==> config.mk <==
export PLATFORM = sky130hd
export DESIGN_NAME = pbrc_top
export DESIGN_NICKNAME = d
export VERILOG_FILES = /design/src/verilog/pbrc_sync.v /design/src/verilog/pbrc_top.v
export VERILOG_INCLUDE_DIRS = /design/src /design/src/verilog
export SDC_FILE = /design/constraint.sdc
export NUM_CORES = 1
export LEC_CHECK = 0
export BUFFER_PORTS_ARGS = -buffer_cell sky130_fd_sc_hd__buf_2
export CAP_MARGIN = 20
export CORE_MARGIN = 10
export CORE_UTILIZATION = 59
export CTS_CLUSTER_DIAMETER = 120
export DETAILED_ROUTE_END_ITERATION = 16
export PLACE_DENSITY = 0.86
export SLEW_MARGIN = 5
export SYNTH_ARGS = -nofsm -noshare
export SYNTH_HDL_FRONTEND = slang
export SYNTH_HIERARCHICAL = 1
export SYNTH_SLANG_ARGS = --single-unit
==> constraint.sdc <==
create_clock -name ref_clk -period 3.5 [get_ports ref_clk]
set_input_delay 0.525 -clock ref_clk [delete_from_list [all_inputs] [get_ports ref_clk]]
set_output_delay 0.525 -clock ref_clk [all_outputs]
set_load 0.02 [all_outputs]
==> src/verilog/pbrc_consts.vh <==
`ifndef PBRC_CONSTS_VH
`define PBRC_CONSTS_VH
// Overview of operation
// - System reset sets the voltage-sense flip-flop so software can test it later.
// - Voltage-sense input stays readable in backup mode and after power-on reset.
// - Supply-monitor falling to low sets power-off flag and hold interrupt flag.
// - Oscillator stop with monitor low enters backup; monitor high leaves it.
// - Reset input low one machine cycle resets device; restart at address 0.
// - Each analog-shared input bit selects digital or analog via control word one.
// - Converter channel from control word one; conversion starts on counter control.
// - Analog-selected bits read as low on the digital port path.
// - Analog-shared inputs read low while in backup mode.
// - Open-drain outputs released high in backup mode and after power-on reset.
// - Each external interrupt input acts only with its own enable set.
// - Bidirectional pins have direction set bit by bit.
// - In backup, bidirectional pins have input disabled and driver off.
// - After power-on reset every shared and bidirectional port is an input.
// - In tone mode, port writes to the tone bit update the latch only, not the pin.
// - Port-two group reached only by port-two read and write, not bit operations.
// - Oscillator stop has effect only while the supply monitor reads zero.

// ----------------------------------------------------------------
// Register byte addresses
// ----------------------------------------------------------------
`define PBRC_A_ANALOG  8'h00
`define PBRC_A_DIR1    8'h04
`define PBRC_A_DIR2    8'h08
`define PBRC_A_TONE    8'h0c
`define PBRC_A_IRQEN   8'h10
`define PBRC_A_OUT1    8'h14
`define PBRC_A_ODOUT   8'h18
`define PBRC_A_OUT2    8'h1c
`define PBRC_A_BSET    8'h20
`define PBRC_A_BCLR    8'h24
`define PBRC_A_IN1     8'h28
`define PBRC_A_IN2     8'h2c
`define PBRC_A_AIN     8'h30
`define PBRC_A_STATUS  8'h34
`define PBRC_A_CMD     8'h38

// ----------------------------------------------------------------
// Field positions and widths
// ----------------------------------------------------------------
`define PBRC_W_ANA     8
`define PBRC_W_P1      20
`define PBRC_W_P2      14
`define PBRC_W_OD      4
`define PBRC_W_IRQ     4
`define PBRC_TONE_BIT  8
`define PBRC_ST_SENSE  0
`define PBRC_ST_SPIN   1
`define PBRC_ST_POFF   2
`define PBRC_ST_HIRQ   3
`define PBRC_ST_BACKUP 4
`define PBRC_ST_HPIN   5
`define PBRC_CMD_OSTOP 0
`define PBRC_CMD_CONV  1
`define PBRC_CH_LSB    8
`define PBRC_CH_MSB    10

// ----------------------------------------------------------------
// Timing
// ----------------------------------------------------------------
`define PBRC_CLK_NS    8
`define PBRC_MC_NS     1330
`define PBRC_MC_CYC    ((`PBRC_MC_NS + `PBRC_CLK_NS - 1) / `PBRC_CLK_NS)
`define PBRC_RESTART   16'h0000
`endif

==> src/verilog/pbrc_sync.v <==
// ----------------------------------------------------------------
// Three-stage input filter
// ----------------------------------------------------------------
// A bit only changes once stages two and three agree, so a single
// metastable sample never reaches the logic.
module pbrc_sync #(
   parameter W = 1
) (
   input  wire         ref_clk,
   input  wire         rstn,
   input  wire [W-1:0] d,
   input  wire [W-1:0] init,
   output reg  [W-1:0] q
);
   reg [W-1:0] s1;
   reg [W-1:0] s2;
   reg [W-1:0] s3;
   integer i;

   always @(posedge ref_clk) begin
      s1 <= d;
      s2 <= s1;
      s3 <= s2;
      if (!rstn) begin
         q <= init;
      end else begin
         for (i = 0; i < W; i = i + 1) begin
            if (s2[i] == s3[i]) begin
               q[i] <= s3[i];
            end
         end
      end
   end
endmodule // pbrc_sync

==> src/verilog/pbrc_top.v <==
`include "pbrc_consts.vh"

module pbrc_top (
   input  wire        ref_clk,
   input  wire        rstn,
   input  wire        psel,
   input  wire        penable,
   input  wire        pwrite,
   input  wire [7:0]  paddr,
   input  wire [31:0] pwdata,
   output wire        pready,
   output reg  [31:0] prdata,
   output reg         pslverr,
   input  wire        sense_pin,
   input  wire        hold_pin,
   input  wire        reset_pin_n,
   input  wire [7:0]  analog_pin,
   input  wire [19:0] p1_in,
   output wire [19:0] p1_out,
   output wire [19:0] p1_oe,
   input  wire [13:0] p2_in,
   output wire [13:0] p2_out,
   output wire [13:0] p2_oe,
   output wire [3:0]  od_out,
   output wire [3:0]  od_oe,
   input  wire        tone_wave,
   output reg  [3:0]  ext_irq,
   output wire        hold_irq,
   output wire        backup_mode,
   output reg         sys_reset,
   output reg         cpu_restart,
   output wire [15:0] restart_addr,
   output reg         conv_start,
   output wire [2:0]  conv_channel
);
   // ----------------------------------------------------------------
   // Pin filtering
   // ----------------------------------------------------------------
   wire [7:0]  ana_s;
   wire [19:0] p1_s;
   wire [13:0] p2_s;
   wire        sense_s;
   wire        hold_s;
   wire        rpin_s;

   // Reset and monitor pins start at their inactive high level, so leaving
   // reset shows neither a supply loss nor a held reset pin.
   pbrc_sync #(.W(1)) u_sync_rpin (
      .ref_clk (ref_clk),
      .rstn    (rstn),
      .d       (reset_pin_n),
      .init    (1'b1),
      .q       (rpin_s)
   );

   pbrc_sync #(.W(1)) u_sync_hold (
      .ref_clk (ref_clk),
      .rstn    (rstn),
      .d       (hold_pin),
      .init    (1'b1),
      .q       (hold_s)
   );

   // The sense pin stays readable in every mode, unlike the ports.
   pbrc_sync #(.W(1)) u_sync_sense (
      .ref_clk (ref_clk),
      .rstn    (rstn),
      .d       (sense_pin),
      .init    (1'b1),
      .q       (sense_s)
   );

   // Port pins start low, which matches the zero that the edge detector
   // holds after reset, so no false interrupt edge follows it.
   pbrc_sync #(.W(8)) u_sync_ana (
      .ref_clk (ref_clk),
      .rstn    (rstn),
      .d       (analog_pin),
      .init    (8'h00),
      .q       (ana_s)
   );

   pbrc_sync #(.W(20)) u_sync_p1 (
      .ref_clk (ref_clk),
      .rstn    (rstn),
      .d       (p1_in),
      .init    (20'h00000),
      .q       (p1_s)
   );

   pbrc_sync #(.W(14)) u_sync_p2 (
      .ref_clk (ref_clk),
      .rstn    (rstn),
      .d       (p2_in),
      .init    (14'h0000),
      .q       (p2_s)
   );

   // ----------------------------------------------------------------
   // Registers
   // ----------------------------------------------------------------
   reg  [10:0] ana_cfg;
   reg  [19:0] dir1;
   reg  [13:0] dir2;
   reg         tone_sel;
   reg  [3:0]  irq_en;
   reg  [19:0] lat1;
   reg  [3:0]  od_lat;
   reg  [13:0] lat2;
   reg         sense_ff;
   reg         poff_flag;
   reg         hirq_flag;
   reg         backup;
   reg         hold_d;
   reg  [19:0] p1_d;
   reg  [7:0]  rst_cnt;

   wire wr_en = psel & penable & pwrite;
   wire cfg_rst = !rstn | sys_reset;

   assign pready = 1'b1;

   // ----------------------------------------------------------------
   // Read path
   // ----------------------------------------------------------------
   // Read data is sampled in the setup cycle, so it stands registered
   // for the whole access phase.
   wire [7:0]  ana_rd = ana_s & ~ana_cfg[7:0] & {8{~backup}};
   wire [19:0] p1_rd  = p1_s & {20{~backup}};
   wire [13:0] p2_rd  = p2_s & {14{~backup}};
   wire [5:0]  status = {hold_s, backup, hirq_flag, poff_flag, sense_s, sense_ff};
   reg  [31:0] next_rdata;
   reg         next_err;

   // An unmapped address answers with an error and reads as zero; a
   // write to it changes nothing.
   always @* begin
      next_rdata = 32'h0;
      next_err   = 1'b0;
      if (paddr == `PBRC_A_ANALOG) begin
         next_rdata[10:0] = ana_cfg;
      end else if (paddr == `PBRC_A_DIR1) begin
         next_rdata[19:0] = dir1;
      end else if (paddr == `PBRC_A_DIR2) begin
         next_rdata[13:0] = dir2;
      end else if (paddr == `PBRC_A_TONE) begin
         next_rdata[0] = tone_sel;
      end else if (paddr == `PBRC_A_IRQEN) begin
         next_rdata[3:0] = irq_en;
      end else if (paddr == `PBRC_A_OUT1) begin
         next_rdata[19:0] = lat1;
      end else if (paddr == `PBRC_A_ODOUT) begin
         next_rdata[3:0] = od_lat;
      end else if (paddr == `PBRC_A_OUT2) begin
         next_rdata[13:0] = lat2;
      end else if (paddr == `PBRC_A_BSET || paddr == `PBRC_A_BCLR) begin
         next_rdata = 32'h0;
      end else if (paddr == `PBRC_A_IN1) begin
         next_rdata[19:0] = p1_rd;
      end else if (paddr == `PBRC_A_IN2) begin
         next_rdata[13:0] = p2_rd;
      end else if (paddr == `PBRC_A_AIN) begin
         next_rdata[7:0] = ana_rd;
      end else if (paddr == `PBRC_A_STATUS) begin
         next_rdata[5:0] = status;
      end else if (paddr == `PBRC_A_CMD) begin
         next_rdata = 32'h0;
      end else begin
         next_err = 1'b1;
      end
   end

   always @(posedge ref_clk) begin
      if (!rstn) begin
         prdata  <= 32'h0;
         pslverr <= 1'b0;
      end else if (psel && !penable) begin
         prdata  <= pwrite ? 32'h0 : next_rdata;
         pslverr <= next_err;
      end
   end

   // ----------------------------------------------------------------
   // Port configuration and latches
   // ----------------------------------------------------------------
   // Any reset returns every port to input, analog pins to digital and
   // the open-drain latch to released.
   always @(posedge ref_clk) begin
      if (cfg_rst) begin
         ana_cfg  <= 11'h0;
         dir1     <= 20'h0;
         dir2     <= 14'h0;
         tone_sel <= 1'b0;
         irq_en   <= 4'h0;
         lat1     <= 20'h0;
         od_lat   <= 4'hf;
         lat2     <= 14'h0;
      end else if (wr_en && !pslverr) begin
         if (paddr == `PBRC_A_ANALOG) begin
            ana_cfg <= pwdata[10:0];
         end else if (paddr == `PBRC_A_DIR1) begin
            dir1 <= pwdata[19:0];
         end else if (paddr == `PBRC_A_DIR2) begin
            dir2 <= pwdata[13:0];
         end else if (paddr == `PBRC_A_TONE) begin
            tone_sel <= pwdata[0];
         end else if (paddr == `PBRC_A_IRQEN) begin
            irq_en <= pwdata[3:0];
         end else if (paddr == `PBRC_A_OUT1) begin
            lat1 <= pwdata[19:0];
         end else if (paddr == `PBRC_A_ODOUT) begin
            od_lat <= pwdata[3:0];
         end else if (paddr == `PBRC_A_OUT2) begin
            lat2 <= pwdata[13:0];
         end else if (paddr == `PBRC_A_BSET) begin
            lat1 <= lat1 | pwdata[19:0];
         end else if (paddr == `PBRC_A_BCLR) begin
            lat1 <= lat1 & ~pwdata[19:0];
         end
      end
   end

   // ----------------------------------------------------------------
   // Pin drive
   // ----------------------------------------------------------------
   // The tone pin drives whenever tone output is on outside backup; the latch keeps the
   // written value, so turning tone off restores it on the pin.
   wire [19:0] tone_mask = 20'h1 << `PBRC_TONE_BIT;
   assign p1_out = tone_sel ? ((lat1 & ~tone_mask) | ({20{tone_wave}} & tone_mask))
                            : lat1;
   assign p1_oe  = (dir1 | (tone_sel ? tone_mask : 20'h0)) & {20{~backup}};
   assign p2_out = lat2;
   assign p2_oe  = dir2 & {14{~backup}};
   assign od_out = 4'h0;
   assign od_oe  = ~od_lat & {4{~backup}};

   // ----------------------------------------------------------------
   // Converter control
   // ----------------------------------------------------------------
   // Only the channel select and the start pulse leave this block; the
   // conversion itself runs in the converter.
   assign conv_channel = ana_cfg[`PBRC_CH_MSB:`PBRC_CH_LSB];

   always @(posedge ref_clk) begin
      if (cfg_rst) begin
         conv_start <= 1'b0;
      end else begin
         conv_start <= wr_en && paddr == `PBRC_A_CMD && pwdata[`PBRC_CMD_CONV];
      end
   end

   // ----------------------------------------------------------------
   // External interrupts
   // ----------------------------------------------------------------
   // Only rising edges on pins that are inputs count; an output pin
   // toggling under software must not raise its own request.
   // A pin pulse shorter than the filter's agreement window is missed.
   always @(posedge ref_clk) begin
      if (!rstn) begin
         p1_d    <= 20'h0;
         ext_irq <= 4'h0;
      end else begin
         p1_d    <= p1_s;
         ext_irq <= irq_en & ~dir1[3:0] & p1_s[3:0] & ~p1_d[3:0] & {4{~backup}};
      end
   end

   // ----------------------------------------------------------------
   // Supply monitor and backup mode
   // ----------------------------------------------------------------
   wire st_wr = wr_en && paddr == `PBRC_A_STATUS;
   wire poff_evt = hold_d & ~hold_s;
   wire ostop = wr_en && paddr == `PBRC_A_CMD && pwdata[`PBRC_CMD_OSTOP];

   assign hold_irq    = hirq_flag;
   assign backup_mode = backup;

   always @(posedge ref_clk) begin
      if (!rstn) begin
         hold_d    <= 1'b1;
         poff_flag <= 1'b0;
         hirq_flag <= 1'b0;
      end else begin
         hold_d <= hold_s;
         // A new detection in the clearing cycle keeps the flag set.
         poff_flag <= poff_evt | (poff_flag & ~(st_wr & pwdata[`PBRC_ST_POFF]));
         hirq_flag <= poff_evt | (hirq_flag & ~(st_wr & pwdata[`PBRC_ST_HIRQ]));
      end
   end

   // Backup is left as soon as the monitor reads high again, even in the
   // cycle of a stop command, so a late stop never strands the device.
   always @(posedge ref_clk) begin
      if (!rstn) begin
         backup <= 1'b0;
      end else if (hold_s) begin
         backup <= 1'b0;
      end else if (ostop) begin
         backup <= 1'b1;
      end
   end

   // ----------------------------------------------------------------
   // Reset pin and voltage-sense flip-flop
   // ----------------------------------------------------------------
   // The sense flip-flop falls when the sense pin drops, which marks a
   // supply loss; only a reset sets it again.
   always @(posedge ref_clk) begin
      if (!rstn) begin
         rst_cnt     <= 8'h0;
         sys_reset   <= 1'b0;
         cpu_restart <= 1'b0;
      end else begin
         cpu_restart <= sys_reset & rpin_s;
         if (rpin_s) begin
            rst_cnt   <= 8'h0;
            sys_reset <= 1'b0;
         end else if (rst_cnt == `PBRC_MC_CYC - 1) begin
            sys_reset <= 1'b1;
         end else begin
            rst_cnt <= rst_cnt + 8'h1;
         end
      end
   end

   // Set by every reset, so software that finds it cleared knows that the
   // supply dropped at some time since that reset, in backup or not.
   always @(posedge ref_clk) begin
      if (!rstn) begin
         sense_ff <= 1'b1;
      end else if (sys_reset) begin
         sense_ff <= 1'b1;
      end else if (!sense_s) begin
         sense_ff <= 1'b0;
      end
   end

   assign restart_addr = `PBRC_RESTART;
endmodule // pbrc_top

After elaboration in Yosys (flattened, before gate mapping)
Cells that the tools add are included.
- flip-flop bits (word level): 325
- add/sub/neg operators: 1
- equal/unequal tests: 62
- mux-type cells: 90
- bitwise operators: 43
- reductions and logical operators: 23
- operators with widths (operator ; count):
    $mux W32 ; 23
    $mux W20 ; 14
    $mux W28 ; 8
    $mux W14 ; 10
    $and A20 B20 Y20 ; 3
    $eq A8 B6 Y1 const B ; 7
    $mux W18 ; 3
    $eq A1 B1 Y1 ; 45
    $or A20 B9 Y20 ; 2
    $mux W12 ; 3
    $eq A8 B5 Y1 const B ; 4
    $mux W31 ; 1
    $and A14 B14 Y14 ; 2
    $mux W26 ; 1
    $mux W24 ; 1
    $mux W4 ; 6
    $mux W21 ; 1
    $and A4 B4 Y4 ; 5
    $not A20 Y20 ; 1
    $or A20 B20 Y20 ; 1
    $reduce_and A9 Y1 ; 2
    $and A8 B8 Y8 ; 2
    $eq A8 B4 Y1 const B ; 2
    $mux W1 ; 15
    other kinds (25) ; 57

Longest topological paths before layout
Gate-level depths: netlist (run 1).
- depth after elaboration: 58
- gate-level depth with buffers: 8
- gate-level depth less buffers: 7

By module
Netlist (run 1), hierarchy kept.
- modules (own cells, without submodules) (module ; times used ; cells each ; area an instance (µm²) ; seq. area each (µm²)):
    pbrc_top ; 1 ; 841 ; 6966.7 ; 2662.6
    pbrc_sync (u_sync_p1) ; 1 ; 144 ; 2314.7 ; 1801.7
    pbrc_sync (u_sync_p2) ; 1 ; 101 ; 1651.6 ; 1261.2
    pbrc_sync (u_sync_ana) ; 1 ; 58 ; 944.7 ; 720.7
    pbrc_sync (u_sync_hold ...) ; 3 ; 7 ; 117.6 ; 90.1

Worst setup path before layout (run 1)
OpenSTA, ideal clock, no wires.
- path type: input port to flip-flop
- from: input paddr[2]
- to: register prdata[0]
- setup time: 58 ps
- arrival: 2266 ps
- data required time: 3442 ps
- path slack: 1176 ps
- cell stages on the path: 7
- buffers on the path: 2
- cells stage by stage: clkbuf_1 -> or4_4 -> or3_1 -> buf_2 -> or3b_1 -> a211oi_1 -> a211o_1
- longest elaborated chain between the ends: 39
- elaborated cells on any way between the ends: 53
- classes of those cells: 13 x eq/ne; 38 x mux; 2 x reduce/logical
- RTL lines (element ; RTL line ; source):
    from (decl) ; pbrc_top.v:9 ; input wire [7:0] paddr,
    $eq A8 B6 Y1 (no source line) ; -- ;
    $mux W6 ; pbrc_top.v:164 ; end else if (paddr == `PBRC_A_STATUS) begin
    $mux W8 ; pbrc_top.v:162 ; end else if (paddr == `PBRC_A_AIN) begin
    $mux W14 ; pbrc_top.v:160 ; end else if (paddr == `PBRC_A_IN2) begin
    $mux W20 ; pbrc_top.v:158 ; end else if (paddr == `PBRC_A_IN1) begin
    $mux W32 ; pbrc_top.v:156 ; end else if (paddr == `PBRC_A_BSET || paddr == `PBRC_A_BCLR) begin
    $mux W32 ; pbrc_top.v:154 ; end else if (paddr == `PBRC_A_OUT2) begin
    $mux W32 ; pbrc_top.v:152 ; end else if (paddr == `PBRC_A_ODOUT) begin
    [23 not listed] ; -- ;
    $mux W4 ; pbrc_top.v:144 ; end else if (paddr == `PBRC_A_DIR2) begin
    $mux W4 ; pbrc_top.v:142 ; end else if (paddr == `PBRC_A_DIR1) begin
    $mux W4 ; pbrc_top.v:140 ; if (paddr == `PBRC_A_ANALOG) begin
    $mux W1 ; pbrc_top.v:146 ; end else if (paddr == `PBRC_A_TONE) begin
    $mux W14 ; pbrc_top.v:144 ;
    $mux W20 ; pbrc_top.v:142 ;
    $mux W11 * ; pbrc_top.v:140 ;
    $mux W32 * ; pbrc_top.v:178 ; prdata <= pwrite ? 32'h0 : next_rdata;
    to (signal assigned) ; pbrc_top.v:178 ;
    to (decl) ; pbrc_top.v:12 ; output reg [31:0] prdata,
Every way passes the cells marked *; elsewhere a longest branch is shown, timed or not. The select of a mux whose other input is x is not followed.
A chain may end at the register's enable or synchronous reset.

Worst setup path after layout (run 1)
- from: register backup (netlist: backup_mode)
- to: output p2_oe[11]
- longest elaborated chain between the ends: 2
- RTL lines (element ; RTL line ; source):
    from (decl) ; pbrc_top.v:113 ; reg backup;
    from (signal assigned) ; pbrc_top.v:295 ; backup <= 1'b0;
    from (signal assigned) ; pbrc_top.v:297 ; backup <= 1'b0;
    from (signal assigned) ; pbrc_top.v:299 ; backup <= 1'b1;
    $not A1 Y1 ; pbrc_top.v:233 ; assign p2_oe = dir2 & {14{~backup}};
    $and A14 B14 Y14 ; pbrc_top.v:233 ;
    to (decl) ; pbrc_top.v:23 ; output wire [13:0] p2_oe,
No other way between the ends.

==> results of run 1 <==
-- cells by family after synthesis --
family                   synth area share (%)
multiplexers                             12.0
AO/OA/AOI/OAI                            9.75
XOR/XNOR                                 3.72
other                                  0.0614
adder cells (fa/ha/maj)                 0.205
buffers and inverters                    6.46
AND/OR/NAND/NOR                          12.9
flip-flops                               54.9
-- per-stage QoR --
step | instance area, sq um | std cells | worst slack (ns)
CTS | 14200 | 1646 | 0.969
detailed placement | 13200 | 1590 | 0.825
floorplan | 12500 | 1241 | 1.18
finish | 14200 | 1651 | 0.970
global placement | 13200 | 1590 | 0.851
global route | 14200 | 1648 | 0.888
-- routing by layer --
| metal | wire length, um | vias up | GRT usage [%] | share of wire [%] |
|---|---|---|---|---|
| met1 | 12200 | 4187 | 27.0 | 40 |
| met5 | 27 | - | 0 | 0.088 |
| met3 | 3490 | 90 | 7.48 | 11 |
| li1 | - | 4279 | - | - |
| met2 | 13900 | 497 | 34.5 | 45 |
| met4 | 1100 | 4 | 8.53 | 3.6 |
-- registers in the layout (all words and copies together), names as in the netlist, 20 cells and up, named ones only --
register	flops
u_sync_p1/s1	20
u_sync_p1/q	20
dir1	20
u_sync_p1/s3	20
prdata	20
u_sync_p1/s2	20
-- path summary, 6_finish.rpt --
check,to,slack (ns),cells after the start
worst max-delay path,p2_oe[11],0.97,2
worst min register to register,u_sync_ana/s2[2]$_DFF_P_,0.32,0
worst min-delay path,u_sync_p1/s1[11]$_DFF_P_,0.08,1
worst max register to register,prdata[0]$_SDFFE_PN0P_,1.27,5
-- worst register-to-register path: cells and delay by family, from the launching register on --
| family | cells | cell delay, ns |
|---|---|---|
| DFF | 1 | 1.05 |
| AOI/OAI and AO/OA | 4 | 0.86 |
| buffers and inverters | 1 | 0.21 |
-- power by group through the flow --
stage	clock, mW	combinational (mW)	sequential [mW]
after floorplan	0	0.310	3.94
after global placement	0	0.382	3.96
after detailed placement	0	0.394	3.96
after CTS	3.33	0.400	3.89
after global routing	3.50	0.449	3.90
final	3.28	0.409	3.89
-- cell type report --
| cell class | instances | area (sq um) | share of cell area, % |
|---|---|---|---|
| diodes | 4 | 10.0 | 0.0703 |
| clock buffers | 40 | 892 | 6.27 |
| clock inverters | 16 | 143 | 1.00 |
| inverters | 8 | 30.0 | 0.211 |
| multi-input cells | 794 | 5020 | 35.2 |
| flip-flops and latches | 313 | 6720 | 47.2 |
| well taps | 270 | 338 | 2.37 |
| repair buffers | 206 | 1090 | 7.65 |
-- synthesized netlist by cell type (all sizes together) (5+ instances only) --
| cell type | count |
|---|---|
| mux2i | 84 |
| and3 | 5 |
| inv | 8 |
| nor2b | 38 |
| a32oi | 8 |
| dfxtp | 268 |
| a21oi | 84 |
| nor3 | 11 |
| nor3b | 6 |
| mux2 | 52 |
| clkbuf | 48 |
| a31oi | 10 |
| edfxtp | 45 |
| o21ai | 44 |
| nand3 | 14 |
| nor2 | 105 |
| and2 | 13 |
| a21o | 10 |
| nand2b | 5 |
| nor4 | 6 |
| xor2 | 51 |
| buf | 78 |
| nand2 | 99 |
| a22o | 10 |
==> summary.txt, run 1 <==
Outcome
  • Status: finished clean

Detailed routing
  • Via count: just over 9,000
  • Total Routed Length: between 30 and 40 mm
  • Residual DRC: 0
  • TritonRoute pass-1 iters: 8
  • WL per Instance: approximately 19 um
  • Initial DRC count: 997
  • Routed Antenna Nets: 0
  • Vias per cell: 5.49

Yosys
  • Area leader, netlist: dfxtp_1
  • Synth async-reset ratio: 0%
  • Syn_area_per_cell: ~10 sq um
  • Distinct cells, synth: slightly below 70
  • Cells after Synth: about 1,200
  • Flops & latches, synth: 313
  • Synth area leaders: dfxtp_1 (44%), edfxtp_1 (11%), mux2i_1 (6.9%), mux2_2 (3.9%), xor2_1 (3.7%)
  • Synth top area share: 43.9%
  • Synth Flop Type: dfxtp_1
  • Register area share after synthesis: a little over half
  • Mapped cell area: approximately 12,000 sq um
  • EDFF count, synth: 45
  • Yosys warnings: 6

Power
  • Power Dens Cells: around 530 nW/um^2
  • Switching share of power: around 22%
  • Worst vdd ir: 0.000443 V
  • Combinational power share: 5.4%
  • Final Power: 7.58 mW
  • Clk pwr share: 43.3%
  • Sw Pwr: 1.67 mW
  • Seq pwr share: between 50% and 60%
  • Leakage: roughly 6.3 nW
  • Int Power: a little under 6 mW

Placement
  • Routability Congestion: 0.907
  • Port Buffers: ~180
  • Final HPWL DP: ~22 mm

Floorplanning
  • I/O pin cnt: around 230
  • Initial Util: between 60 and 70%
  • Die X: 164 um
  • Core footprint: between 20,000 and 25,000 sq um
  • Die H: between 150 and 200 um
  • Die Area: around 27,000 sq um
  • Row count: 52

STA
  • Fin crit share: around 72%
  • Final Max Tran Viols: 0
  • Achievable Freq: between 300 and 400 MHz
  • Clock Skew: between 0.015 and 0.02 ns
  • Hold violation total from the final report: 0
  • Final Setup Violations: 0
  • Setup TNS: 0 ns
  • Relative slew slack: 27.4%
  • WHS: 0.0766 ns
  • Final min period: roughly 2.5 ns
  • RSZ-0062 raised after global routing: no
  • Worst Tran Pin Value: 1.09 ns

Global route
  • Largest net degree at the start of global routing: 63
  • Initial antenna violation count: 5
  • Total gr overflow: 0
  • First-pass GRT wire length: approximately 47 mm
  • Vias in the first global route: roughly 9,000
  • GR Util All Layers: between 20% and 30%

Flow run
  • Total of max-cap violations: 0

Layout
  • Commonest cells after routing, fill and taps aside: dfxtp_1 (267), buf_2 (182), nor2_1 (104)
  • Most common cell after layout, fill and taps aside: dfxtp_1
  • Layout cells sized above 1: roughly a quarter
  • Area growth, synth to finish: 16.4%
  • Layout fillers: 1,481
  • Core Util, Final: a little over two thirds
  • Fin nets: between 1,000 and 1,500

Clock tree
  • CTS Buffer Depth: 3
  • Clk_lat worst skew: about 0.55 ns
  • CTS-repair resized insts: 0
  • CTS tree: built
  • Root buffer cell: clkbuf_16
  • Reg clk slew, reported paths: approximately 0.06 ns
  • CTS Hold Bufs: 0
  • H-tree levels: 1
  • Total CTS buffers: 30
  • Clk sinks: roughly 310
  • Setup Buffers After CTS: 0

Worst setup path
  • Max incr delay on CP: 1.05 ns
  • FF-to-FF Start: backup_mode$_SDFFE_PP0P_
  • Worst Path Max Fanout: 53
  • CP max-delay cell: dfxtp_2
  • CP startpoint kind: register
  • Critical-path cell list: nor2b_1 -> buf_2
  • Worst Setup SP: backup_mode$_SDFFE_PP0P_
  • Worst Setup End Kind: output pin
  • Crit path max-delay family: flip-flops
  • Crit Path Category: register to output pin
  • Worst Path Buf+Inv: 1
  • Critical Path RT: a little under 3 ns
  • Worst EP arrival: approximately 2 ns

Min path
  • HP Class: input pin to register
  • Hold Crit Start: p1_in[11]
No activity file was read; power rests on OpenSTA's default activity.
==> run 2: changes to the inputs <==
--- a/config.mk
+++ b/config.mk
@@ -9,10 +9,10 @@
 export BUFFER_PORTS_ARGS = -buffer_cell sky130_fd_sc_hd__buf_2
 export CAP_MARGIN = 20
 export CORE_MARGIN = 10
-export CORE_UTILIZATION = 59
+export CORE_UTILIZATION = 50
 export CTS_CLUSTER_DIAMETER = 120
 export DETAILED_ROUTE_END_ITERATION = 16
-export PLACE_DENSITY = 0.86
+export PLACE_DENSITY = 0.78
 export SLEW_MARGIN = 5
 export SYNTH_ARGS = -nofsm -noshare
 export SYNTH_HDL_FRONTEND = slang
==> constraint.sdc (replaced) <==
create_clock -name ref_clk -period 2.2 [get_ports ref_clk]
set_input_delay 0.33 -clock ref_clk [delete_from_list [all_inputs] [get_ports ref_clk]]
set_output_delay 0.33 -clock ref_clk [all_outputs]
set_load 0.02 [all_outputs]
==> run 2 against run 1 <==
Worst hold slack got worse by 0.033 ns. Total power is 59% higher. Design area grew 5.6%. First-iteration DRC count shrank 11%. Largest power group unchanged. Wire length rose by 2.2%. Critical path type unchanged. Cell count is 8.3% higher. Highest routed layer unchanged. Worst setup slack lost 0.87 ns. Non-clock buffer count up 80. Via count grew 2.2%.
==> summary.txt, run 2 (synthesis gave the netlist of run 1 again) <==
Outcome
  • Status: finished clean

Detailed routing
  • WL per Instance: approximately 18 um
  • Vias per cell: slightly above 5
  • Total Routed Length: about 31 mm
  • Via count: slightly above 9,000
  • Initial DRC count: 888
  • Routed Antenna Nets: 0
  • TritonRoute pass-1 iters: 5
  • Residual DRC: 0

Global route
  • GR Util All Layers: between 15 and 20%
  • Vias in the first global route: roughly 9,200
  • Largest net degree at the start of global routing: 54
  • Met2 usage: 31.1%
  • Met3 GRT Util: approximately 4.7%
  • Initial antenna violation count: 7
  • Total gr overflow: 0
  • First-pass GRT wire length: 49.5 mm
  • Layer with the highest usage: met2
  • Met1 Use GR: around a quarter

STA
  • Relative slew slack: 55.2%
  • Worst Tran Pin Value: around 0.67 ns
  • Hold violation total from the final report: 0
  • RSZ-0062 raised after global routing: no
  • Final min period: between 2 and 2.5 ns
  • Clock Skew: roughly 0.016 ns
  • Final Max Tran Viols: 0
  • Achievable Freq: between 400 and 500 MHz
  • Fin crit share: 95.4%
  • Worst Setup Slack, final: 0.100 ns
  • Final Setup Violations: 0

Clock tree
  • Reg clk slew, reported paths: 0.07 ns
  • Root buffer cell: clkbuf_16
  • Total CTS buffers: 30
  • CTS Buffer Depth: 3
  • Setup Buffers After CTS: 0
  • CTS tree: built
  • Clk_lat worst skew: 0.55 ns
  • Clk sinks: about 310
  • H-tree levels: 1

Floorplanning
  • Core footprint: 24,200 sq um
  • Initial Util: between 50% and 60%
  • Row count: 57
  • Die X: 176 um
  • I/O pin cnt: approximately 230
  • Die H: ~180 um
  • Die Area: slightly above 30,000 sq um

Flow run
  • Total of max-cap violations: 0

Layout
  • Design Area, Final: 15,000 sq um
  • Core Util, Final: roughly 62%
  • Commonest cells after routing, fill and taps aside: dfxtp_1 (267), buf_2 (182), nor2_1 (104)
  • Area growth, synth to finish: 22.9%
  • Layout cells sized above 1: 24.5%
  • Fin nets: 1,526
  • Most common cell after layout, fill and taps aside: dfxtp_1

Worst setup path
  • Max incr delay on CP: approximately 0.48 ns
  • Worst Path Max Fanout: 23
  • CP max-delay cell: dfxtp_4
  • Worst Setup End Kind: output pin
  • Critical-path cell list: buf_4 -> buf_6 -> nor2b_1 -> buf_2
  • Worst Path Buf+Inv: 3
  • Worst EP arrival: roughly 1.8 ns
  • Crit path max-delay family: buffers and inverters
  • Critical Path RT: about 1.9 ns
  • Crit Path Category: register to output pin
  • CP startpoint kind: register

Placement
  • Routability Congestion: between 0.9 and 1
  • Place WS: -0.0298 ns
  • Port Buffers: between 150 and 200
  • Post-DP Area: approximately 14,000 sq um
  • Final HPWL DP: about 23 mm

Power
  • Worst vdd ir: 0.000440 V
  • Leakage: about 6.6 nW
  • Power Dens Cells: 801 nW/um^2

Min path
  • HP Class: input pin to register
run 2: worst min-delay path: stages:
cell	delay, ns
buf_2	0.11
nand2_1	0.05
a21oi_1	0.05
run 2: path summary, 6_finish.rpt:
path / endpoint / slack (ns) / startpoint / cells after the start
min reg2reg: u_sync_ana/s2[0]$_DFF_P_ / 0.32 / u_sync_ana/s1[0]$_DFF_P_ / 0
max: p1_oe[5] / 0.10 / backup_mode$_SDFFE_PP0P_ / 4
max reg2reg: od_lat[1]$_SDFFE_PP1P_ / 0.27 / pslverr$_SDFFE_PN0P_ / 5
min: register / 0.04 / pwdata[15] / 3
run 2: metal layers:
layer / vias to the layer above / routed length [um] / share of wire [%]
li1: 4419 / - / -
met1: 4349 / 13500 / 43
met2: 425 / 14400 / 46
met3: 58 / 2740 / 8.7
met4: 2 / 754 / 2.4
met5: - / 11 / 0.035
run 2: final cells by class:
cell class / count / area (sq um)
fill: 1935 / 9150
sequential: 313 / 6720
multi-input combinational: 794 / 5020
timing repair buffer: 286 / 1850
clock buffer: 42 / 868
tap: 324 / 405
clock inverter: 14 / 126
inverter: 8 / 30.0
antenna: 7 / 17.5
run 2: stage by stage:
stage,power (mW),cells,hold WS [ns],setup TNS (ns)
2_1_floorplan,6.76,1241,0.310,0
6_report,12.0,1788,0.0431,0
3_5_place_dp,6.97,1680,0.312,-0.259
4_1_cts,12.1,1781,0.0181,0
3_3_place_gp,6.93,1680,0.311,-0.0384
5_1_grt,12.4,1785,0.0353,0
run 2: timing repair:
item	4_1_cts	5_1_grt
setup endpoints to repair	21	21
resized for setup	1	1
hold endpoints to repair	45	0
pin swaps	0	0
hold buffers	45	0
run 2: power breakdown:
group          switching, mW  leakage (nW)  internal, mW
clock network           2.13         0.487          2.98
logic                  0.412          3.46         0.327
registers              0.119          2.67          6.06
total                   2.67          6.62          9.37
